File: config.mk
export PLATFORM = sky130hd
export DESIGN_NAME = rcd_top
export DESIGN_NICKNAME = d
export VERILOG_FILES = /design/src/pkg/rcd_pkg.sv /design/src/rtl/rcd_top.sv
export SDC_FILE = /design/constraint.sdc
export NUM_CORES = 1
export LEC_CHECK = 0
export BUFFER_PORTS_ARGS = -buffer_cell sky130_fd_sc_hd__buf_4
export CORE_AREA = 4 4 94 105
export CTS_CLUSTER_SIZE = 12
export DETAILED_ROUTE_END_ITERATION = 6
export DIE_AREA = 0 0 98 109
export PLACE_DENSITY = 0.75
export SLEW_MARGIN = 25
export SYNTH_ARGS = -nofsm -noshare
export SYNTH_HDL_FRONTEND = slang
export SYNTH_SLANG_ARGS = --single-unit
File: constraint.sdc
create_clock -name ref_clk_i -period 2.5 [get_ports ref_clk_i]
set_input_delay 0.5 -clock ref_clk_i [delete_from_list [all_inputs] [get_ports ref_clk_i]]
set_output_delay 0.5 -clock ref_clk_i [all_outputs]
set_load 0.02 [all_outputs]
File: src/pkg/rcd_pkg.sv
// Package with register offsets, field positions, reset values and timing constants for the respiration and drive control.
`default_nettype none
package rcd_pkg;
	// Register indices on the plain register port.
	localparam logic [3:0] RCD_ADDR_CONFIG_REGISTER_THREE = 4'h3;
	localparam logic [3:0] RCD_ADDR_ELECTRODE_OFF_CONFIG_REGISTER    = 4'h4;
	localparam logic [3:0] RCD_ADDR_PACE    = 4'h5;
	localparam logic [3:0] RCD_ADDR_RESPIRATION_REGISTER    = 4'h6;
	localparam logic [3:0] RCD_ADDR_CONFIG_REGISTER_FOUR = 4'h7;
	localparam logic [3:0] RCD_ADDR_GPIO    = 4'h8;
	localparam logic [3:0] RCD_ADDR_STATUS  = 4'h9;

	// Reset values.
	localparam logic [7:0] RCD_RST_CONFIG_REGISTER_THREE = 8'h00;
	localparam logic [7:0] RCD_RST_ELECTRODE_OFF_CONFIG_REGISTER    = 8'h00;
	localparam logic [7:0] RCD_RST_PACE    = 8'h00;
	localparam logic [7:0] RCD_RST_RESPIRATION_REGISTER    = 8'h00;
	localparam logic [7:0] RCD_RST_CONFIG_REGISTER_FOUR = 8'h00;
	localparam logic [7:0] RCD_RST_GPIO    = 8'h0F;

	// Field positions.
	localparam int RCD_C3_BIAS_PD      = 2;
	localparam int RCD_C3_REF_INT      = 3;
	localparam int RCD_C4_RATE_LSB     = 5;
	localparam int RCD_C4_CT_TO_BIAS   = 2;
	localparam int RCD_ELECTRODE_OFF_CONFIG_REGISTER_TH_LSB     = 5;
	localparam int RCD_PACE_PD         = 0;
	localparam int RCD_PACE_EVEN_LSB   = 1;
	localparam int RCD_PACE_ODD_LSB    = 3;
	localparam int RCD_RESPIRATION_PHASE_SELECT_LSB     = 2;
	localparam int RCD_RESPIRATION_REGISTER_MODE_LSB   = 0;
	localparam logic [1:0] RCD_MODE_EXT = 2'h1;

	// Respiration clock half-period base and settling count.
	localparam int RCD_RESPIRATION_REGISTER_BASE_CYCLES = 16;
	localparam logic [1:0] RCD_SETTLE_PERIODS = 2'h3;
endpackage
`default_nettype wire

File: src/rtl/rcd_top.sv
// Respiration clock generation, bias drive, electrode-off and pacer routing control.
//
// The implementer's own choices: the placing of the registers and strobed register access.
`timescale 1ns/10ps
`default_nettype none
// Summary of operation
// - Mode 00 no clocks, 01 drives clocks.
// - External mode forces respiration pins to outputs.
// - In-phase, quadrature, and their XOR on pins.
// - Clock rate from config four rate field.
// - Phase offset from respiration phase field.
// - Route one odd, one even channel.
// - Pacer signals muxed with test signals.
// - Pacer amplifier powerdown bit turns amplifiers off.
// - Pulse-detect pin data reported to register port.
// - Samples invalid until three periods after step.
// - Bias reference internal or external select.
// - Powerdown bit disables bias drive amplifier.
// - Central terminal buffered onto bias drive path.
// - Bias threshold uses electrode-off bits seven-five.
// - Amp on disables bias electrode-off current source.
// The block has one clock; the only asynchronous inputs are the pin levels,
// which pass a two-stage synchroniser before anything reads them.
// Limitation: while mode 01 owns the upper three pins, only pin zero stays
// free, so that is where an external pulse detector must report its result.
// The general-purpose register keeps its value through mode 01, so leaving
// the mode restores exactly the pin setup that software had before.
module rcd_top
	import rcd_pkg::*;
(
	// Clock, reset and the clock enable that freezes all state.
	input  wire logic       ref_clk_i,
	input  wire logic       reset_n_i,
	input  wire logic       clk_en_i,
	// Register port; read data answers one cycle after the read strobe.
	input  wire logic [3:0] addr_i,
	input  wire logic [7:0] wdata_i,
	input  wire logic       wr_i,
	input  wire logic       rd_i,
	output logic      [7:0] rdata_o,
	// Shared pins; a low output enable means the pin is driven.
	input  wire logic [3:0] gpio_in_i,
	output logic      [3:0] gpio_out_o,
	output logic      [3:0] gpio_oe_n_o,
	// Output data period ticks and input step events from the filter.
	input  wire logic       sample_tick_i,
	input  wire logic       step_event_i,
	output logic            sample_valid_o,
	// Pacer routing and bias drive controls.
	input  wire logic       test_sel_i,
	output logic      [2:0] pace_odd_sel_o,
	output logic      [2:0] pace_even_sel_o,
	output logic            pace_route_pace_o,
	output logic            pace_amp_en_o,
	output logic            bias_amp_en_o,
	output logic            bias_ref_internal_o,
	output logic            ct_to_bias_o,
	output logic      [2:0] bias_electrode_off_config_register_threshold_o,
	output logic            bias_electrode_off_config_register_isrc_en_o
);
	logic [7:0] cfg3;
	logic [7:0] electrode_off_config_register;
	logic [7:0] pace;
	logic [7:0] respiration_register;
	logic [7:0] cfg4;
	logic [7:0] gpio;
	logic [7:0] next_cfg3;
	logic [7:0] next_electrode_off_config_register;
	logic [7:0] next_pace;
	logic [7:0] next_respiration_register;
	logic [7:0] next_cfg4;
	logic [7:0] next_gpio;
	logic [7:0] next_rdata;
	logic [3:0] gpio_s1;
	logic [3:0] gpio_s2;
	logic [9:0] div_cnt;
	logic [9:0] next_div_cnt;
	logic [2:0] ph_seq;
	logic [2:0] next_ph_seq;
	logic [1:0] settle_cnt;
	logic [1:0] next_settle_cnt;
	logic [3:0] next_gpio_out;
	logic [3:0] next_gpio_oe_n;
	logic       respiration_register_on;
	logic       clk_i_ph;
	logic       clk_q_ph;
	logic       settled;
	logic [9:0] step_len;
	// Register fields pulled out by name so the decode below reads like the register map.
	logic [1:0] mode_code;
	logic [2:0] rate_code;
	logic [2:0] phase_code;
	logic       bias_pd_bit;
	logic       ref_int_bit;
	logic       ct_bit;
	logic [2:0] electrode_off_config_register_th_code;
	logic       pace_pd_bit;
	logic [1:0] pace_even_code;
	logic [1:0] pace_odd_code;
	// Next values of the registered control outputs.
	logic       next_sample_valid;
	logic [2:0] next_pace_odd_sel;
	logic [2:0] next_pace_even_sel;
	logic       next_pace_route;
	logic       next_pace_amp_en;
	logic       next_bias_amp_en;
	logic       next_bias_ref_int;
	logic       next_ct_to_bias;
	logic [2:0] next_bias_electrode_off_config_register_th;
	logic       next_bias_electrode_off_config_register_isrc;

	// Two-stage synchroniser for pin inputs before any logic reads them.
	// The first stage may go metastable, so only the second stage is ever read.
	always_ff @(posedge ref_clk_i)
	begin
		if (!reset_n_i)
		begin
			gpio_s1 <= 4'h0;
			gpio_s2 <= 4'h0;
		end
		else if (clk_en_i)
		begin
			gpio_s1 <= gpio_in_i;
			gpio_s2 <= gpio_s1;
		end
	end

	// Register writes and read data; unmapped addresses read as zero.
	// Reads have no side effects, so a read may follow a write with no gap.
	always_comb
	begin
		next_cfg3  = cfg3;
		next_electrode_off_config_register  = electrode_off_config_register;
		next_pace  = pace;
		next_respiration_register  = respiration_register;
		next_cfg4  = cfg4;
		next_gpio  = gpio;
		next_rdata = 8'h00;
		if (wr_i)
		begin
			case (addr_i)
				RCD_ADDR_CONFIG_REGISTER_THREE: next_cfg3 = wdata_i;
				RCD_ADDR_ELECTRODE_OFF_CONFIG_REGISTER:    next_electrode_off_config_register = wdata_i;
				RCD_ADDR_PACE:    next_pace = wdata_i;
				RCD_ADDR_RESPIRATION_REGISTER:    next_respiration_register = wdata_i;
				RCD_ADDR_CONFIG_REGISTER_FOUR: next_cfg4 = wdata_i;
				RCD_ADDR_GPIO:    next_gpio = wdata_i;
				default:          next_gpio = gpio;
			endcase
		end
		if (rd_i)
		begin
			case (addr_i)
				RCD_ADDR_CONFIG_REGISTER_THREE: next_rdata = cfg3;
				RCD_ADDR_ELECTRODE_OFF_CONFIG_REGISTER:    next_rdata = electrode_off_config_register;
				RCD_ADDR_PACE:    next_rdata = pace;
				RCD_ADDR_RESPIRATION_REGISTER:    next_rdata = respiration_register;
				RCD_ADDR_CONFIG_REGISTER_FOUR: next_rdata = cfg4;
				// Pin levels sit in the upper nibble so the pulse-detect result is seen by software.
				RCD_ADDR_GPIO:    next_rdata = {gpio_s2, gpio[3:0]};
				RCD_ADDR_STATUS:  next_rdata = {5'h00, settled, respiration_register_on, clk_i_ph};
				default:          next_rdata = 8'h00;
			endcase
		end
	end

	// Register storage.
	// Clock enable low freezes every register, the read data included.
	always_ff @(posedge ref_clk_i)
	begin
		if (!reset_n_i)
		begin
			cfg3    <= RCD_RST_CONFIG_REGISTER_THREE;
			electrode_off_config_register    <= RCD_RST_ELECTRODE_OFF_CONFIG_REGISTER;
			pace    <= RCD_RST_PACE;
			respiration_register    <= RCD_RST_RESPIRATION_REGISTER;
			cfg4    <= RCD_RST_CONFIG_REGISTER_FOUR;
			gpio    <= RCD_RST_GPIO;
			rdata_o <= 8'h00;
		end
		else if (clk_en_i)
		begin
			cfg3    <= next_cfg3;
			electrode_off_config_register    <= next_electrode_off_config_register;
			pace    <= next_pace;
			respiration_register    <= next_respiration_register;
			cfg4    <= next_cfg4;
			gpio    <= next_gpio;
			rdata_o <= next_rdata;
		end
	end

	// Field extraction from the stored registers.
	assign mode_code      = respiration_register[RCD_RESPIRATION_REGISTER_MODE_LSB +: 2];
	assign phase_code     = respiration_register[RCD_RESPIRATION_PHASE_SELECT_LSB +: 3];
	assign rate_code      = cfg4[RCD_C4_RATE_LSB +: 3];
	assign ct_bit         = cfg4[RCD_C4_CT_TO_BIAS];
	assign bias_pd_bit    = cfg3[RCD_C3_BIAS_PD];
	assign ref_int_bit    = cfg3[RCD_C3_REF_INT];
	assign electrode_off_config_register_th_code   = electrode_off_config_register[RCD_ELECTRODE_OFF_CONFIG_REGISTER_TH_LSB +: 3];
	assign pace_pd_bit    = pace[RCD_PACE_PD];
	assign pace_even_code = pace[RCD_PACE_EVEN_LSB +: 2];
	assign pace_odd_code  = pace[RCD_PACE_ODD_LSB +: 2];

	// Only mode 01 produces clocks; every other code behaves like mode 00.
	assign respiration_register_on  = mode_code == RCD_MODE_EXT;
	// One sequencer step is a quarter of the half period; higher rate codes give shorter steps.
	// Counting quarter steps keeps the divider at ten bits even at the slowest rate.
	assign step_len = 10'(RCD_RESPIRATION_REGISTER_BASE_CYCLES / 4) << (3'h7 - rate_code);
	// Eight-step sequence: in-phase high in steps 0 to 3, quadrature lags by the phase field in steps.
	assign clk_i_ph = ph_seq < 3'h4;
	assign clk_q_ph = 3'(ph_seq - phase_code) < 3'h4;
	// Status bit: no step is still settling.
	assign settled  = settle_cnt == 2'h0;

	// Divider and phase sequencer; held at zero outside external mode so a restart begins cleanly.
	// The compare is greater-or-equal so a change to a shorter step never lets the counter run past it.
	always_comb
	begin
		next_div_cnt = div_cnt;
		next_ph_seq  = ph_seq;
		if (!respiration_register_on)
		begin
			next_div_cnt = 10'h000;
			next_ph_seq  = 3'h0;
		end
		else if (div_cnt >= 10'(step_len - 10'h001))
		begin
			next_div_cnt = 10'h000;
			next_ph_seq  = 3'(ph_seq + 3'h1);
		end
		else
		begin
			next_div_cnt = 10'(div_cnt + 10'h001);
		end
	end

	// Pin drive: all three clocks come from one register stage on the same edge.
	always_comb
	begin
		// General-purpose setup: a set low-nibble bit makes the pin an input, the upper nibble is driven out.
		next_gpio_out  = gpio[7:4];
		next_gpio_oe_n = gpio[3:0];
		if (respiration_register_on)
		begin
			next_gpio_out[1]  = clk_i_ph ^ clk_q_ph;
			next_gpio_out[2]  = clk_i_ph;
			next_gpio_out[3]  = clk_q_ph;
			next_gpio_oe_n[3:1] = 3'h0;
		end
		// Leaving mode 01 lets the general-purpose setup above take the pins back.
	end

	// Settling counter: samples valid three output periods after a step.
	// A new step restarts the count, even in the middle of an earlier one.
	always_comb
	begin
		next_settle_cnt = settle_cnt;
		if (step_event_i)
		begin
			next_settle_cnt = RCD_SETTLE_PERIODS;
		end
		else if (sample_tick_i && settle_cnt != 2'h0)
		begin
			next_settle_cnt = 2'(settle_cnt - 2'h1);
		end
	end

	// Control outputs: each but the sample flag and the pacer route is a plain decode of one register field, registered once.
	always_comb
	begin
		// A sample counts as valid on every tick that leaves the settling count at zero, from the one that finishes it on.
		next_sample_valid   = sample_tick_i && next_settle_cnt == 2'h0;
		// Odd channels 1,3,5,7 and even channels 2,4,6,8 as zero-based channel indices.
		next_pace_odd_sel   = {pace_odd_code, 1'b0};
		next_pace_even_sel  = {pace_even_code, 1'b1};
		// With the amplifiers off the test signals own the shared pins, whatever the test select says.
		next_pace_route     = !pace_pd_bit && !test_sel_i;
		next_pace_amp_en    = !pace_pd_bit;
		next_bias_amp_en    = !bias_pd_bit;
		next_bias_ref_int   = ref_int_bit;
		next_ct_to_bias     = ct_bit;
		next_bias_electrode_off_config_register_th   = electrode_off_config_register_th_code;
		// The current source only matters with the amplifier off; with it on it would load the loop.
		next_bias_electrode_off_config_register_isrc = bias_pd_bit;
	end

	// Sequencer and pin registers: all three clocks leave one register stage on the same edge.
	always_ff @(posedge ref_clk_i)
	begin
		if (!reset_n_i)
		begin
			div_cnt        <= 10'h000;
			ph_seq         <= 3'h0;
			settle_cnt     <= 2'h0;
			gpio_out_o     <= 4'h0;
			gpio_oe_n_o    <= 4'hF;
			sample_valid_o <= 1'b0;
		end
		else if (clk_en_i)
		begin
			div_cnt        <= next_div_cnt;
			ph_seq         <= next_ph_seq;
			settle_cnt     <= next_settle_cnt;
			gpio_out_o     <= next_gpio_out;
			gpio_oe_n_o    <= next_gpio_oe_n;
			sample_valid_o <= next_sample_valid;
		end
	end

	// Control output registers.
	always_ff @(posedge ref_clk_i)
	begin
		if (!reset_n_i)
		begin
			pace_odd_sel_o        <= 3'h0;
			pace_even_sel_o       <= 3'h0;
			pace_route_pace_o     <= 1'b0;
			pace_amp_en_o         <= 1'b0;
			bias_amp_en_o         <= 1'b0;
			bias_ref_internal_o   <= 1'b0;
			ct_to_bias_o          <= 1'b0;
			bias_electrode_off_config_register_threshold_o <= 3'h0;
			bias_electrode_off_config_register_isrc_en_o   <= 1'b0;
		end
		else if (clk_en_i)
		begin
			pace_odd_sel_o        <= next_pace_odd_sel;
			pace_even_sel_o       <= next_pace_even_sel;
			pace_route_pace_o     <= next_pace_route;
			pace_amp_en_o         <= next_pace_amp_en;
			bias_amp_en_o         <= next_bias_amp_en;
			bias_ref_internal_o   <= next_bias_ref_int;
			ct_to_bias_o          <= next_ct_to_bias;
			bias_electrode_off_config_register_threshold_o <= next_bias_electrode_off_config_register_th;
			bias_electrode_off_config_register_isrc_en_o   <= next_bias_electrode_off_config_register_isrc;
		end
	end
endmodule
`default_nettype wire

### Yosys cells after proc, flatten, opt, wreduce, memory -nomap -nowiden

Cells that the tools add are included.

| storage, ports and cells | value |
|---|---|
| register bits | 102 |
| output and inout bits | 32 |
| logic and storage cells | 70 |

| cells by class | value |
|---|---|
| add/subtract/negate cells | 6 |
| order comparisons | 3 |
| eq/ne operators | 9 |
| shifts and indexed selects | 1 |
| multiplexer cells | 10 |
| bitwise gates (word level) | 1 |
| reduce and logical (&&, ||, !) cells | 16 |

Operators by type and width:

| operator | number |
|---|---|
| one-hot mux 8 bit (7 select lines) | 1 |
| 2-to-1 mux 10 bit | 2 |
| AND reduction 3 bit | 6 |
| == test 4 x 3 -> 1 bit, second input constant | 4 |
| 2-to-1 mux 3 bit | 4 |
| adder 10 x 1 -> 10 bit, second input constant | 1 |
| greater-or-equal comparator 10 bit | 1 |
| left shift 3 x 3 -> 10 bit, first input constant | 1 |
| subtractor 10 x 1 -> 10 bit, second input constant | 1 |
| == test 4 bit, second input constant | 2 |
| 2-to-1 mux 8 bit | 1 |
| less-than comparator 3 bit, second input constant | 2 |
| == test 4 x 2 -> 1 bit, second input constant | 1 |
| logical NOT 2 bit | 2 |
| 2-to-1 mux 2 bit | 2 |
| adder 3 x 1 -> 3 bit, second input constant | 1 |
| logical AND 1 bit | 3 |
| logical NOT 1 bit | 3 |
| subtractor 3 bit | 1 |
| subtractor 3 bit, first input constant | 1 |
| == test 2 x 1 -> 1 bit, second input constant | 1 |
| inequality test 2 x 1 -> 1 bit, second input constant | 1 |
| AND reduction 2 bit | 1 |
| nonzero test 2 bit | 1 |
| other kinds (2) | 2 |

### Longest topological paths before layout

Gate-level depths: netlist of run 1.

| depth | value |
|---|---|
| depth after elaboration | 6 |
| gate-level depth with buffers | 7 |

### Worst setup path after synthesis of run 1

OpenSTA, ideal clock, no wires.

| path | value |
|---|---|
| path kind | register to register |
| from | register cfg4[6] |
| to | register div_cnt[4] |
| library setup time | 76 ps |
| arrival time | 2,067 ps |
| path slack | 357 ps |
| cell stages (with the launch flop) | 8 |
| buffers on the path | 0 |
| period minus slack after synthesis | 2,143 ps |
| cell sequence | dfxtp_1 or2_2 ha_1 a21oi_1 o211ai_4 a41o_1 or4_1 a31oi_1 |

| between the ends | value |
|---|---|
| cells in the longest elaborated chain, start to end | 6 |

RTL lines:

| what | RTL line | RTL |
|---|---|---|
| start, declared | rcd_top.sv:65 | `logic [7:0] cfg4;` |
| start signal, assigned | rcd_top.sv:187 | `cfg4 <= next_cfg4;` |
| subtractor 3 bit | rcd_top.sv:209 | `assign step_len = 10'(RCD_RESPIRATION_REGISTER_BASE_CYCLES / 4) << (3'h7 - rate_code);` |
| left shift 3 x 3 -> 10 bit | rcd_top.sv:209 |  |
| subtractor 10 x 1 -> 10 bit | rcd_top.sv:227 | `else if (div_cnt >= 10'(step_len - 10'h001))` |
| greater-or-equal comparator 10 bit | rcd_top.sv:227 |  |
| 2-to-1 mux 10 bit | rcd_top.sv:227 |  |
| 2-to-1 mux 10 bit | rcd_top.sv:222 | `if (!respiration_register_on)` |
| end signal, assigned | rcd_top.sv:302 | `div_cnt <= next_div_cnt;` |
| end, declared | rcd_top.sv:76 | `logic [9:0] div_cnt;` |

Every way passes these cells.
A chain may end at the register's enable or synchronous reset.

### Worst setup path after layout of run 1

Ends and elaborated chain as after synthesis.

==> key figures, run 1 <==
Critical path
  • Critical Path AT: 2.64 ns
  • Peak per-stage delay on the critical path: 0.47 ns
  • Worst Path Max Fanout: 8
  • Worst r2r path cells: 7
  • CP max-delay cell: or4_1
  • Crit end category: register
  • Critical-path cell list: or2_2, ha_1, a21oi_1, o211ai_4, a41o_1, or4_1, a31oi_1
  • CP startpoint kind: register
  • Setup CP Type: register to register
  • CP required: 2.80 ns

Final layout
  • Fin nets: 581
  • # fillers: 762
  • Cell area after layout: 5510 sq um
  • Multi-input logic area: 2570 sq um
  • Fin util: 0.627
  • FF+latch area: 2040 sq um
  • N_diodes: 0
  • Area growth syn-to-layout: 15.3%
  • Fraction of layout cells with a size suffix above 1: 0.191

CTS
  • Post-CTS Hold Buffers: 0
  • CTS tree: done
  • Clock latency on the worst-skew pair: 0.38 ns
  • CTS Sinks: 102
  • Post_cts resized: 0
  • CTS buffer count: 9
  • Clock Path Buffers: 2
  • CTS H-tree lvls: 3
  • Clk pin slew, worst setup/hold paths: 0.11 ns
  • Root buffer cell: clkbuf_8
  • Postcts setup bufs: 0

Global route
  • Met3 Use GR: 0.0486
  • First-pass GRT wire length: 19100 um
  • Global routing's busiest layer: met2
  • Global route overflow: 0
  • Total track usage: 0.225
  • Met2 GRT Util: 0.363
  • Met1 GRT Util: 0.302
  • Largest net degree at the start of global routing: 37
  • Vias in the first global route: 3783
  • Initial antenna violation count: 0

Timing
  • Worst Skew: 0.0109 ns
  • Setup_tns: 0 ns
  • FMAX: 426 MHz
  • Slew margin rel.: 0.598
  • Hold Violations, Final: 0
  • Count of pins over their slew limit: 0
  • Slew @ Worst Pin: 0.602 ns
  • Fin Hold WS: 0.372 ns
  • Final period utilization: 0.938
  • Final Setup Violations: 0
  • Tmin final: 2.35 ns
  • Unrepaired setup endpoints after global routing: no

Pwr
  • Static leakage: 2.22 nW
  • Pwr Density: 551 nW/um^2
  • Psw: 0.795 mW
  • Clock power frac: 0.369
  • Sequential fraction of design power: 0.547
  • Switch share: 0.262
  • Max IR drop VDD: 0.341 mV
  • Pint: 2.24 mW
  • Gate power share: 0.085
  • Total chip power: 3.04 mW

Yosys
  • Top cells by area, synth: dfxtp_1 (43%), mux2i_1 (13%), nor2b_1 (7.2%)
  • Netlist Area Pre-Place: 4780 sq um
  • Post-synth ARST share: 0
  • Dominant cell type by area after synthesis: dfxtp_1
  • Register bit total from synthesis: 102
  • Syn_area_per_cell: 9.65 sq um
  • Synth Flop Type: dfxtp_1
  • Post-synthesis cell count: 495
  • Post-synth cell types: 63
  • Post-synth EDFFs: 0
  • Sequential share of the synthesized area: 0.427
  • Ys Warns: 0
  • Syn Nets: 531
  • Synth top area share: 0.427

Job
  • Max-Cap Viols: 0

Placement
  • DP HPWL: 8170 um
  • Gpl congestion: 0.854
  • Input/output buffers: 54
  • Dpl cell area: 5300 sq um

Detailed routing
  • Via count: 3802
  • First-pass detailed-route iteration total: 5
  • DRC violations left: 0
  • Wire length per cell: 17.2 um
  • Initial detailed-routing violation count: 275
  • Final ANT Viol Nets: 0
  • Final wirelength: 11400 um
  • DR vias/cell: 5.73

Status
  • Status: finished clean

Floorplan
  • Site row count: 36
  • Die width: 98 um
  • Die H: 109 um
  • Initial Utilization: 0.544
  • Core area: 8780 sq um
  • I/O pins: 56
  • Die area: 10700 sq um

Min path
  • Hold WC Path Type: input port to register
  • WHS Path Cells: 3
-- metal layers --
metal  vias up  wire length (um)
li1       1859                 -
met1      1810              5230
met2       114              5330
met3        19               652
met4         0               192
met5         -                 0
-- worst max-delay path: cells and delay by family (launching register included) --
kind | cells | cell delay, ns
simple gates | 2 | 0.79
compound gates | 4 | 0.78
flops | 1 | 0.38
fa+ha+maj | 1 | 0.31
-- Yosys cell counts, types with 4 or more instances --
cell,number
buf_2,6
ha_1,12
a222oi_1,5
nor2_1,24
a21oi_1,15
a22o_1,12
xor2_1,5
o21ai_0,18
and3_1,5
mux2_2,9
mux2i_1,62
buf_1,4
nor2b_1,55
dfxtp_1,102
and2_1,4
clkbuf_1,16
inv_1,5
nand2_1,41
nand3_1,21
a21boi_0,11
-- final timing paths --
check,slack [ns],start,end
worst max-delay path,0.15,cfg4[6],div_cnt[4]
worst min-delay path,0.37,gpio_in_i[1],gpio_s1[1]
worst min register to register,0.46,pace_even_sel_o[0],pace_even_sel_o[0]
worst max register to register,0.15,cfg4[6],div_cnt[4]
-- state kept, by name (all words and copies together), names as in the netlist, 4 cells and up --
register / flops
gpio_out_o: 4
electrode_off_config_register: 8
respiration_register: 8
cfg3: 8
div_cnt: 10
gpio: 8
pace: 8
gpio_oe_n_o: 4
gpio_s1: 4
rdata_o: 8
gpio_s2: 4
cfg4: 8
-- logic make-up (layout without fill, tap and decap cells) --
kind of cell | Yosys count | count (layout) | synth area share
buffers and inverters | 36 | 91 | 0.0338
other | 2 | 2 | 0.00157
AND/OR/NAND/NOR | 177 | 177 | 0.208
flip-flops | 102 | 102 | 0.427
multiplexers | 71 | 71 | 0.151
AO/OA/AOI/OAI | 89 | 89 | 0.135
XOR/XNOR | 6 | 6 | 0.0110
adder cells (fa/ha/maj) | 12 | 12 | 0.0314
-- power by group through the flow --
stage               Combinational (mW)  Clock [mW]  Sequential (mW)
floorplan                        0.156           0             1.70
global placement                 0.252           0             1.70
detailed placement               0.256           0             1.70
CTS                              0.257        1.14             1.66
global route                     0.280        1.20             1.66
finish                           0.257        1.12             1.66
-- placed cells by master, fill, tap and decap left out, drive strengths merged, types with 3 or more instances in the layout --
| cell | n |
|---|---|
| a21boi | 11 |
| dfxtp | 102 |
| nand4b | 3 |
| ha | 12 |
| nor2 | 24 |
| o211ai | 3 |
| nand2b | 3 |
| mux2i | 62 |
| a21oi | 15 |
| a22o | 12 |
| nor2b | 56 |
| nand3 | 22 |
| and3 | 5 |
| clkbuf | 9 |
| and2 | 4 |
| o21ai | 18 |
| inv | 10 |
| xor2 | 5 |
| mux2 | 9 |
| buf | 68 |
| nor3 | 5 |
| a211oi | 3 |
| nand2 | 42 |
| a222oi | 5 |
-- layout make-up --
type | count | area share
timing repair buffer | 68 | 0.0927
clock buffer | 9 | 0.0225
multi-input combinational | 357 | 0.467
tap | 114 | 0.0259
clock inverter | 7 | 0.0161
inverter | 7 | 0.00477
sequential | 102 | 0.371
-- per-stage QoR --
stage,std cells,setup WS [ns]
after floorplan,495,0.357
after global placement,648,0.276
after detailed placement,648,0.187
after CTS,664,0.159
after global routing,664,0.0388
final,664,0.154
(Power assumes the default switching activity.)
==> inputs of run 2 (changes only) <==
--- a/config.mk
+++ b/config.mk
@@ -5,11 +5,13 @@
 export SDC_FILE = /design/constraint.sdc
 export NUM_CORES = 1
 export LEC_CHECK = 0
+export ABC_AREA = 1
 export BUFFER_PORTS_ARGS = -buffer_cell sky130_fd_sc_hd__buf_4
-export CORE_AREA = 4 4 94 105
+export CAP_MARGIN = 25
+export CORE_AREA = 4 4 93 103
 export CTS_CLUSTER_SIZE = 12
 export DETAILED_ROUTE_END_ITERATION = 6
-export DIE_AREA = 0 0 98 109
+export DIE_AREA = 0 0 97 107
 export PLACE_DENSITY = 0.75
 export SLEW_MARGIN = 25
 export SYNTH_ARGS = -nofsm -noshare
==> run 2 against run 1 <==
Against the previous run: global-route usage decreased by 0.099 points; maximum frequency up 28%; sequential share of layout area increased by 2.1 points; via count rose by 12%; sequential cell count stayed put; register-to-register slack better by 0.51 ns; routed wire length shrank 1.0%; critical path type unchanged.
==> key figures, run 2 <==
Final layout
  • N_diodes: 0
  • Area growth syn-to-layout: 13.7%
  • Most common cell after layout, fill and taps aside: nand2_1
  • Most flops, register: div_cnt
  • Max reg flops: 10
  • Fraction of layout cells with a size suffix above 1: 0.136
  • # fillers: 765
  • Most frequent cells in the layout: nand2_1 (114), dfxtp_1 (102), a21oi_1 (80)
  • Fin nets: 720

Timing
  • Worst Skew: 0.0145 ns
  • Count of pins over their slew limit: 0
  • Setup_tns: 0 ns
  • Slew margin rel.: 0.507
  • Final Setup Violations: 0
  • Final period utilization: 0.735
  • Unrepaired setup endpoints after global routing: no
  • Tmin final: 1.84 ns
  • FMAX: 544 MHz
  • Hold Violations, Final: 0
  • Slew @ Worst Pin: 0.738 ns

Yosys
  • Post-synthesis cell count: 644
  • Synth cell count leaders: nand2_1 (114), dfxtp_1 (102), a21oi_1 (80)
  • Syn Nets: 680
  • Top cells by area, synth: dfxtp_1 (45%), nand2_1 (9.3%), a21oi_1 (8.7%)
  • Post-synth EDFFs: 0
  • Sequential share of the synthesized area: 0.445
  • Register bit total from synthesis: 102
  • Synth Flop Type: dfxtp_1
  • Synth top area share: 0.445
  • Post-synth cell types: 29
  • Ys Warns: 0
  • Dominant cell type by area after synthesis: dfxtp_1
  • Syn_area_per_cell: 7.12 sq um
  • Most common cell in the netlist: nand2_1
  • Netlist Area Pre-Place: 4590 sq um
  • Post-synth ARST share: 0

CTS
  • Postcts setup bufs: 0
  • Clock latency on the worst-skew pair: 0.37 ns
  • CTS Sinks: 102
  • Root buffer cell: clkbuf_8
  • Post-CTS Hold Buffers: 0
  • Clk pin slew, worst setup/hold paths: 0.11 ns
  • CTS buffer count: 9
  • Post_cts resized: 0
  • Clock Path Buffers: 2
  • CTS tree: done
  • CTS H-tree lvls: 3

Detailed routing
  • Final wirelength: 11300 um
  • Wire length per cell: 14.1 um
  • Final ANT Viol Nets: 0
  • First-pass detailed-route iteration total: 5
  • Initial detailed-routing violation count: 320
  • DR vias/cell: 5.32
  • DRC violations left: 0
  • Via count: 4255

Pwr
  • Gate power share: 0.102
  • Clock power frac: 0.327
  • Switch share: 0.275
  • Pint: 2.15 mW
  • Static leakage: 2.26 nW
  • Psw: 0.816 mW
  • Sequential fraction of design power: 0.571
  • Max IR drop VDD: 0.341 mV
  • Total chip power: 2.96 mW
  • Pwr Density: 568 nW/um^2

Status
  • Status: finished clean

Critical path
  • Critical-path cell list: inv_1, nor2_1, ha_1, nand2_1, nand2_1, nand2_1, nand2_1, nand2_1, nand2_1, nand2_1, nand2_2, nor2_1
  • Peak per-stage delay on the critical path: 0.41 ns
  • Worst Path Max Fanout: 10
  • Most used cell, CP: nand2_1
  • CP required: 2.80 ns
  • CP startpoint kind: register
  • CP max-delay cell: dfxtp_1
  • Setup CP Type: register to register
  • R2r setup slk: 0.66 ns
  • Crit end category: register
  • Critical Path AT: 2.14 ns

Global route
  • First-pass GRT wire length: 19000 um
  • Global route overflow: 0
  • Total track usage: 0.224
  • Initial antenna violation count: 0
  • Vias in the first global route: 4076
  • Largest net degree at the start of global routing: 44

Placement
  • Input/output buffers: 54
  • DP HPWL: 8120 um
  • Gpl congestion: 0.923

Min path
  • Hold WC Path Type: input port to register

Floorplan
  • Site row count: 35
  • Die area: 10400 sq um
  • Initial Utilization: 0.543
  • I/O pins: 56
  • Core area: 8450 sq um
  • Die width: 97 um
  • Die H: 107 um

Job
  • Max-Cap Viols: 0
-- run 2: cell types whose count changed after synthesis, sizes merged, moves of 56 or more --
| cell | delta |
|---|---|
| nand2 | +75 |
| nor2 | +58 |
| nor2b | -56 |
| inv | +62 |
| a21oi | +65 |
| mux2i | -61 |
-- run 2: cell type report --
cell class,count,area (sq um),share of cell area
multi-input combinational,443,2150,0.412
clock inverter,7,55.1,0.0106
timing repair buffer,60,450,0.0864
sequential,102,2040,0.391
inverter,68,255,0.0489
clock buffer,9,124,0.0237
tap,111,139,0.0266
-- run 2: routing by layer --
layer	vias up	share of wire	GRT usage
met5	-	0	0
met4	0	0.022	0.0953
met3	26	0.053	0.0436
met2	129	0.48	0.375
met1	1941	0.45	0.282
li1	2159	-	-
-- run 2: cells by family (layout without fill, tap and decap cells) --
kind of cell,after synthesis,count (layout),synth area share
AO/OA/AOI/OAI,155,155,0.172
AND/OR/NAND/NOR,265,265,0.245
XOR/XNOR,8,8,0.0153
multiplexers,1,1,0.00218
adder cells (fa/ha/maj),12,12,0.0327
buffers and inverters,99,144,0.0859
other,2,2,0.00164
flip-flops,102,102,0.445
-- run 2: worst paths after layout --
kind                              to               startpoint  cells after the start
max                       div_cnt[4]                  cfg4[7]                     12
max reg2reg               div_cnt[4]                  cfg4[7]                     12
min reg2reg  respiration_register[5]  respiration_register[5]                      2
min                       gpio_s1[0]             gpio_in_i[0]                      3
-- run 2: power groups by stage --
stage               registers, mW  clock network, mW  logic, mW
finish                       1.69              0.968      0.304
detailed placement           1.73                  0      0.302
global placement             1.73                  0      0.294
floorplan                    1.75                  0      0.163
global route                 1.70               1.06      0.339
CTS                          1.69              0.987      0.304
-- run 2: worst max-delay path, delay by kind of cell (launching register included) --
family / cells / cell delay, ns
flops: 1 / 0.41
simple gates: 10 / 0.98
fa+ha+maj: 1 / 0.24
buf+inv: 1 / 0.12
-- run 2: metrics by stage --
step / cell area [sq um] / cells / util / worst slack [ns] / hold WS, ns
floorplan: 4590 / 644 / - / 0.976 / 0.424
global placement: 5040 / 784 / 0.596 / 0.480 / 0.434
detailed placement: 5040 / 784 / 0.596 / 0.388 / 0.437
CTS: 5220 / 800 / 0.617 / 0.646 / 0.332
global route: 5220 / 800 / 0.617 / 0.449 / 0.344
finish: 5220 / 800 / 0.617 / 0.663 / 0.346
==> inputs of run 3 (changes only) <==
==> constraint.sdc (replaced) <==
create_clock -name ref_clk_i -period 1.9 [get_ports ref_clk_i]
set_input_delay 0.38 -clock ref_clk_i [delete_from_list [all_inputs] [get_ports ref_clk_i]]
set_output_delay 0.38 -clock ref_clk_i [all_outputs]
set_load 0.02 [all_outputs]
==> run 3 against run 2 <==
Against the previous run: utilization rose by 1.1 points; first-iteration DRC count fell by 2.8%; non-clock buffer count rose by 6; die area did not move; hold slack got worse by 0.13 ns; maximum frequency rose by 9.9%.
==> key figures, run 3 (synthesized netlist as in run 2, its figures left out) <==
Status
  • Status: finished clean

Detailed routing
  • Wire length per cell: 14.2 um
  • Final wirelength: 11400 um
  • First-pass detailed-route iteration total: 5
  • Initial detailed-routing violation count: 311
  • DRC violations left: 0
  • Final ANT Viol Nets: 0
  • Via count: 4273
  • DR vias/cell: 5.30

Placement
  • DP HPWL: 8170 um
  • Input/output buffers: 54
  • Gpl congestion: 0.956

Global route
  • Total track usage: 0.224
  • Vias in the first global route: 4032
  • First-pass GRT wire length: 19000 um
  • Largest net degree at the start of global routing: 67
  • Initial antenna violation count: 0
  • Global route overflow: 0

Floorplan
  • Site row count: 35
  • Die width: 97 um
  • I/O pins: 56
  • Die area: 10400 sq um
  • Die H: 107 um
  • Core area: 8450 sq um
  • Initial Utilization: 0.543

Critical path
  • CP startpoint kind: register
  • CP top delay family: simple AND/OR/NAND/NOR gates
  • Critical Path AT: 1.98 ns
  • CP max-delay cell: dfxtp_2
  • CP required: 2.21 ns
  • Peak per-stage delay on the critical path: 0.35 ns
  • Crit end category: register
  • CP bufs+invs: 1
  • Setup CP Type: register to register
  • Critical-path cell list: inv_1, nand2_1, ha_1, a21oi_1, nor2_1, nor2_1, nand2_1, nand2_2, nand2_4, a21oi_1
  • Worst Path Max Fanout: 10
  • R2r setup slk: 0.23 ns

Timing
  • FMAX: 599 MHz
  • Final period utilization: 0.879
  • Slew margin rel.: 0.658
  • Hold Violations, Final: 0
  • Slew @ Worst Pin: 0.511 ns
  • Unrepaired setup endpoints after global routing: no
  • Count of pins over their slew limit: 0
  • Worst Skew: 0.0137 ns
  • Final Setup Violations: 0
  • Setup_tns: 0 ns
  • Tmin final: 1.67 ns

Final layout
  • Max reg flops: 10
  • # fillers: 767
  • Fin util: 0.628
  • Fraction of layout cells with a size suffix above 1: 0.148
  • N_diodes: 0
  • FF+latch area: 2040 sq um
  • Multi-input logic area: 2160 sq um
  • Most frequent cells in the layout: nand2_1 (113), dfxtp_1 (100), a21oi_1 (80)
  • Fin nets: 726
  • Most flops, register: div_cnt
  • Area growth syn-to-layout: 15.7%
  • Most common cell after layout, fill and taps aside: nand2_1

CTS
  • CTS tree: done
  • CTS H-tree lvls: 3
  • Post-CTS Hold Buffers: 0
  • Clk pin slew, worst setup/hold paths: 0.11 ns
  • Clock Path Buffers: 2
  • CTS buffer count: 9
  • Root buffer cell: clkbuf_8
  • Postcts setup bufs: 0
  • Clock latency on the worst-skew pair: 0.37 ns
  • CTS Sinks: 102

Min path
  • Hold WC Path Type: input port to register

Job
  • Max-Cap Viols: 0

Pwr
  • Max IR drop VDD: 0.390 mV
  • Static leakage: 2.30 nW
  • Pwr Density: 750 nW/um^2
## run 3: cell types whose count changed in the layout (fill, tap and decap cells not counted), sizes merged
cell | before | now
buf | 60 | 66
clkinvlp | 1 | 2
clkinv | 3 | 2
## run 3: cell type report
cell class | count | share of cell area
clock buffer | 9 | 0.0233
sequential | 102 | 0.385
inverter | 68 | 0.0481
clock inverter | 7 | 0.0125
multi-input combinational | 443 | 0.407
tap | 111 | 0.0262
timing repair buffer | 66 | 0.0981
## run 3: tightest hold or removal path, cell delays in order
cell and delay [ns]:
buf_4 0.08, nor2_1 0.03, nor2_1 0.08
## run 3: metrics by stage
stage	setup slack (ns)	cells	power, mW	hold slack (ns)	cell area (sq um)
6_report	0.229	806	3.98	0.218	5310
5_1_grt	0.0327	806	4.14	0.213	5310
4_1_cts	0.0925	806	4.00	0.213	5300
3_5_place_dp	0.0772	790	2.69	0.437	5110
3_3_place_gp	0.161	790	2.68	0.433	5110
2_1_floorplan	0.376	644	2.51	0.424	4590
## run 3: final timing paths
check                                        start                               end  cells past startpoint
setup / recovery                           cfg4[7]                        div_cnt[0]                     10
setup reg to reg                           cfg4[7]                        div_cnt[0]                     10
hold reg to reg   electrode_off_config_register[1]  electrode_off_config_register[1]                      2
hold / removal                        gpio_in_i[1]                        gpio_s1[1]                      3
## run 3: what timing repair did
action / 4_1_cts / 5_1_grt
resized for setup: 0 / 4
setup endpoints to repair: 0 / 10
hold endpoints to repair: 0 / 0
## run 3: power breakdown
part	leakage, nW	switching (mW)	internal, mW
registers	0.831	0.0326	2.19
clock network	0.0914	0.826	0.509
logic	1.38	0.265	0.152
total	2.30	1.12	2.86
## run 3: per-layer routing
metal  vias to the layer above  part of all wire  track usage
li1                       2175                 -            -
met1                      1952              0.44        0.284
met2                       130              0.48        0.385
met3                        16             0.070       0.0429
met4                         0             0.017       0.0682
met5                         -                 0            0
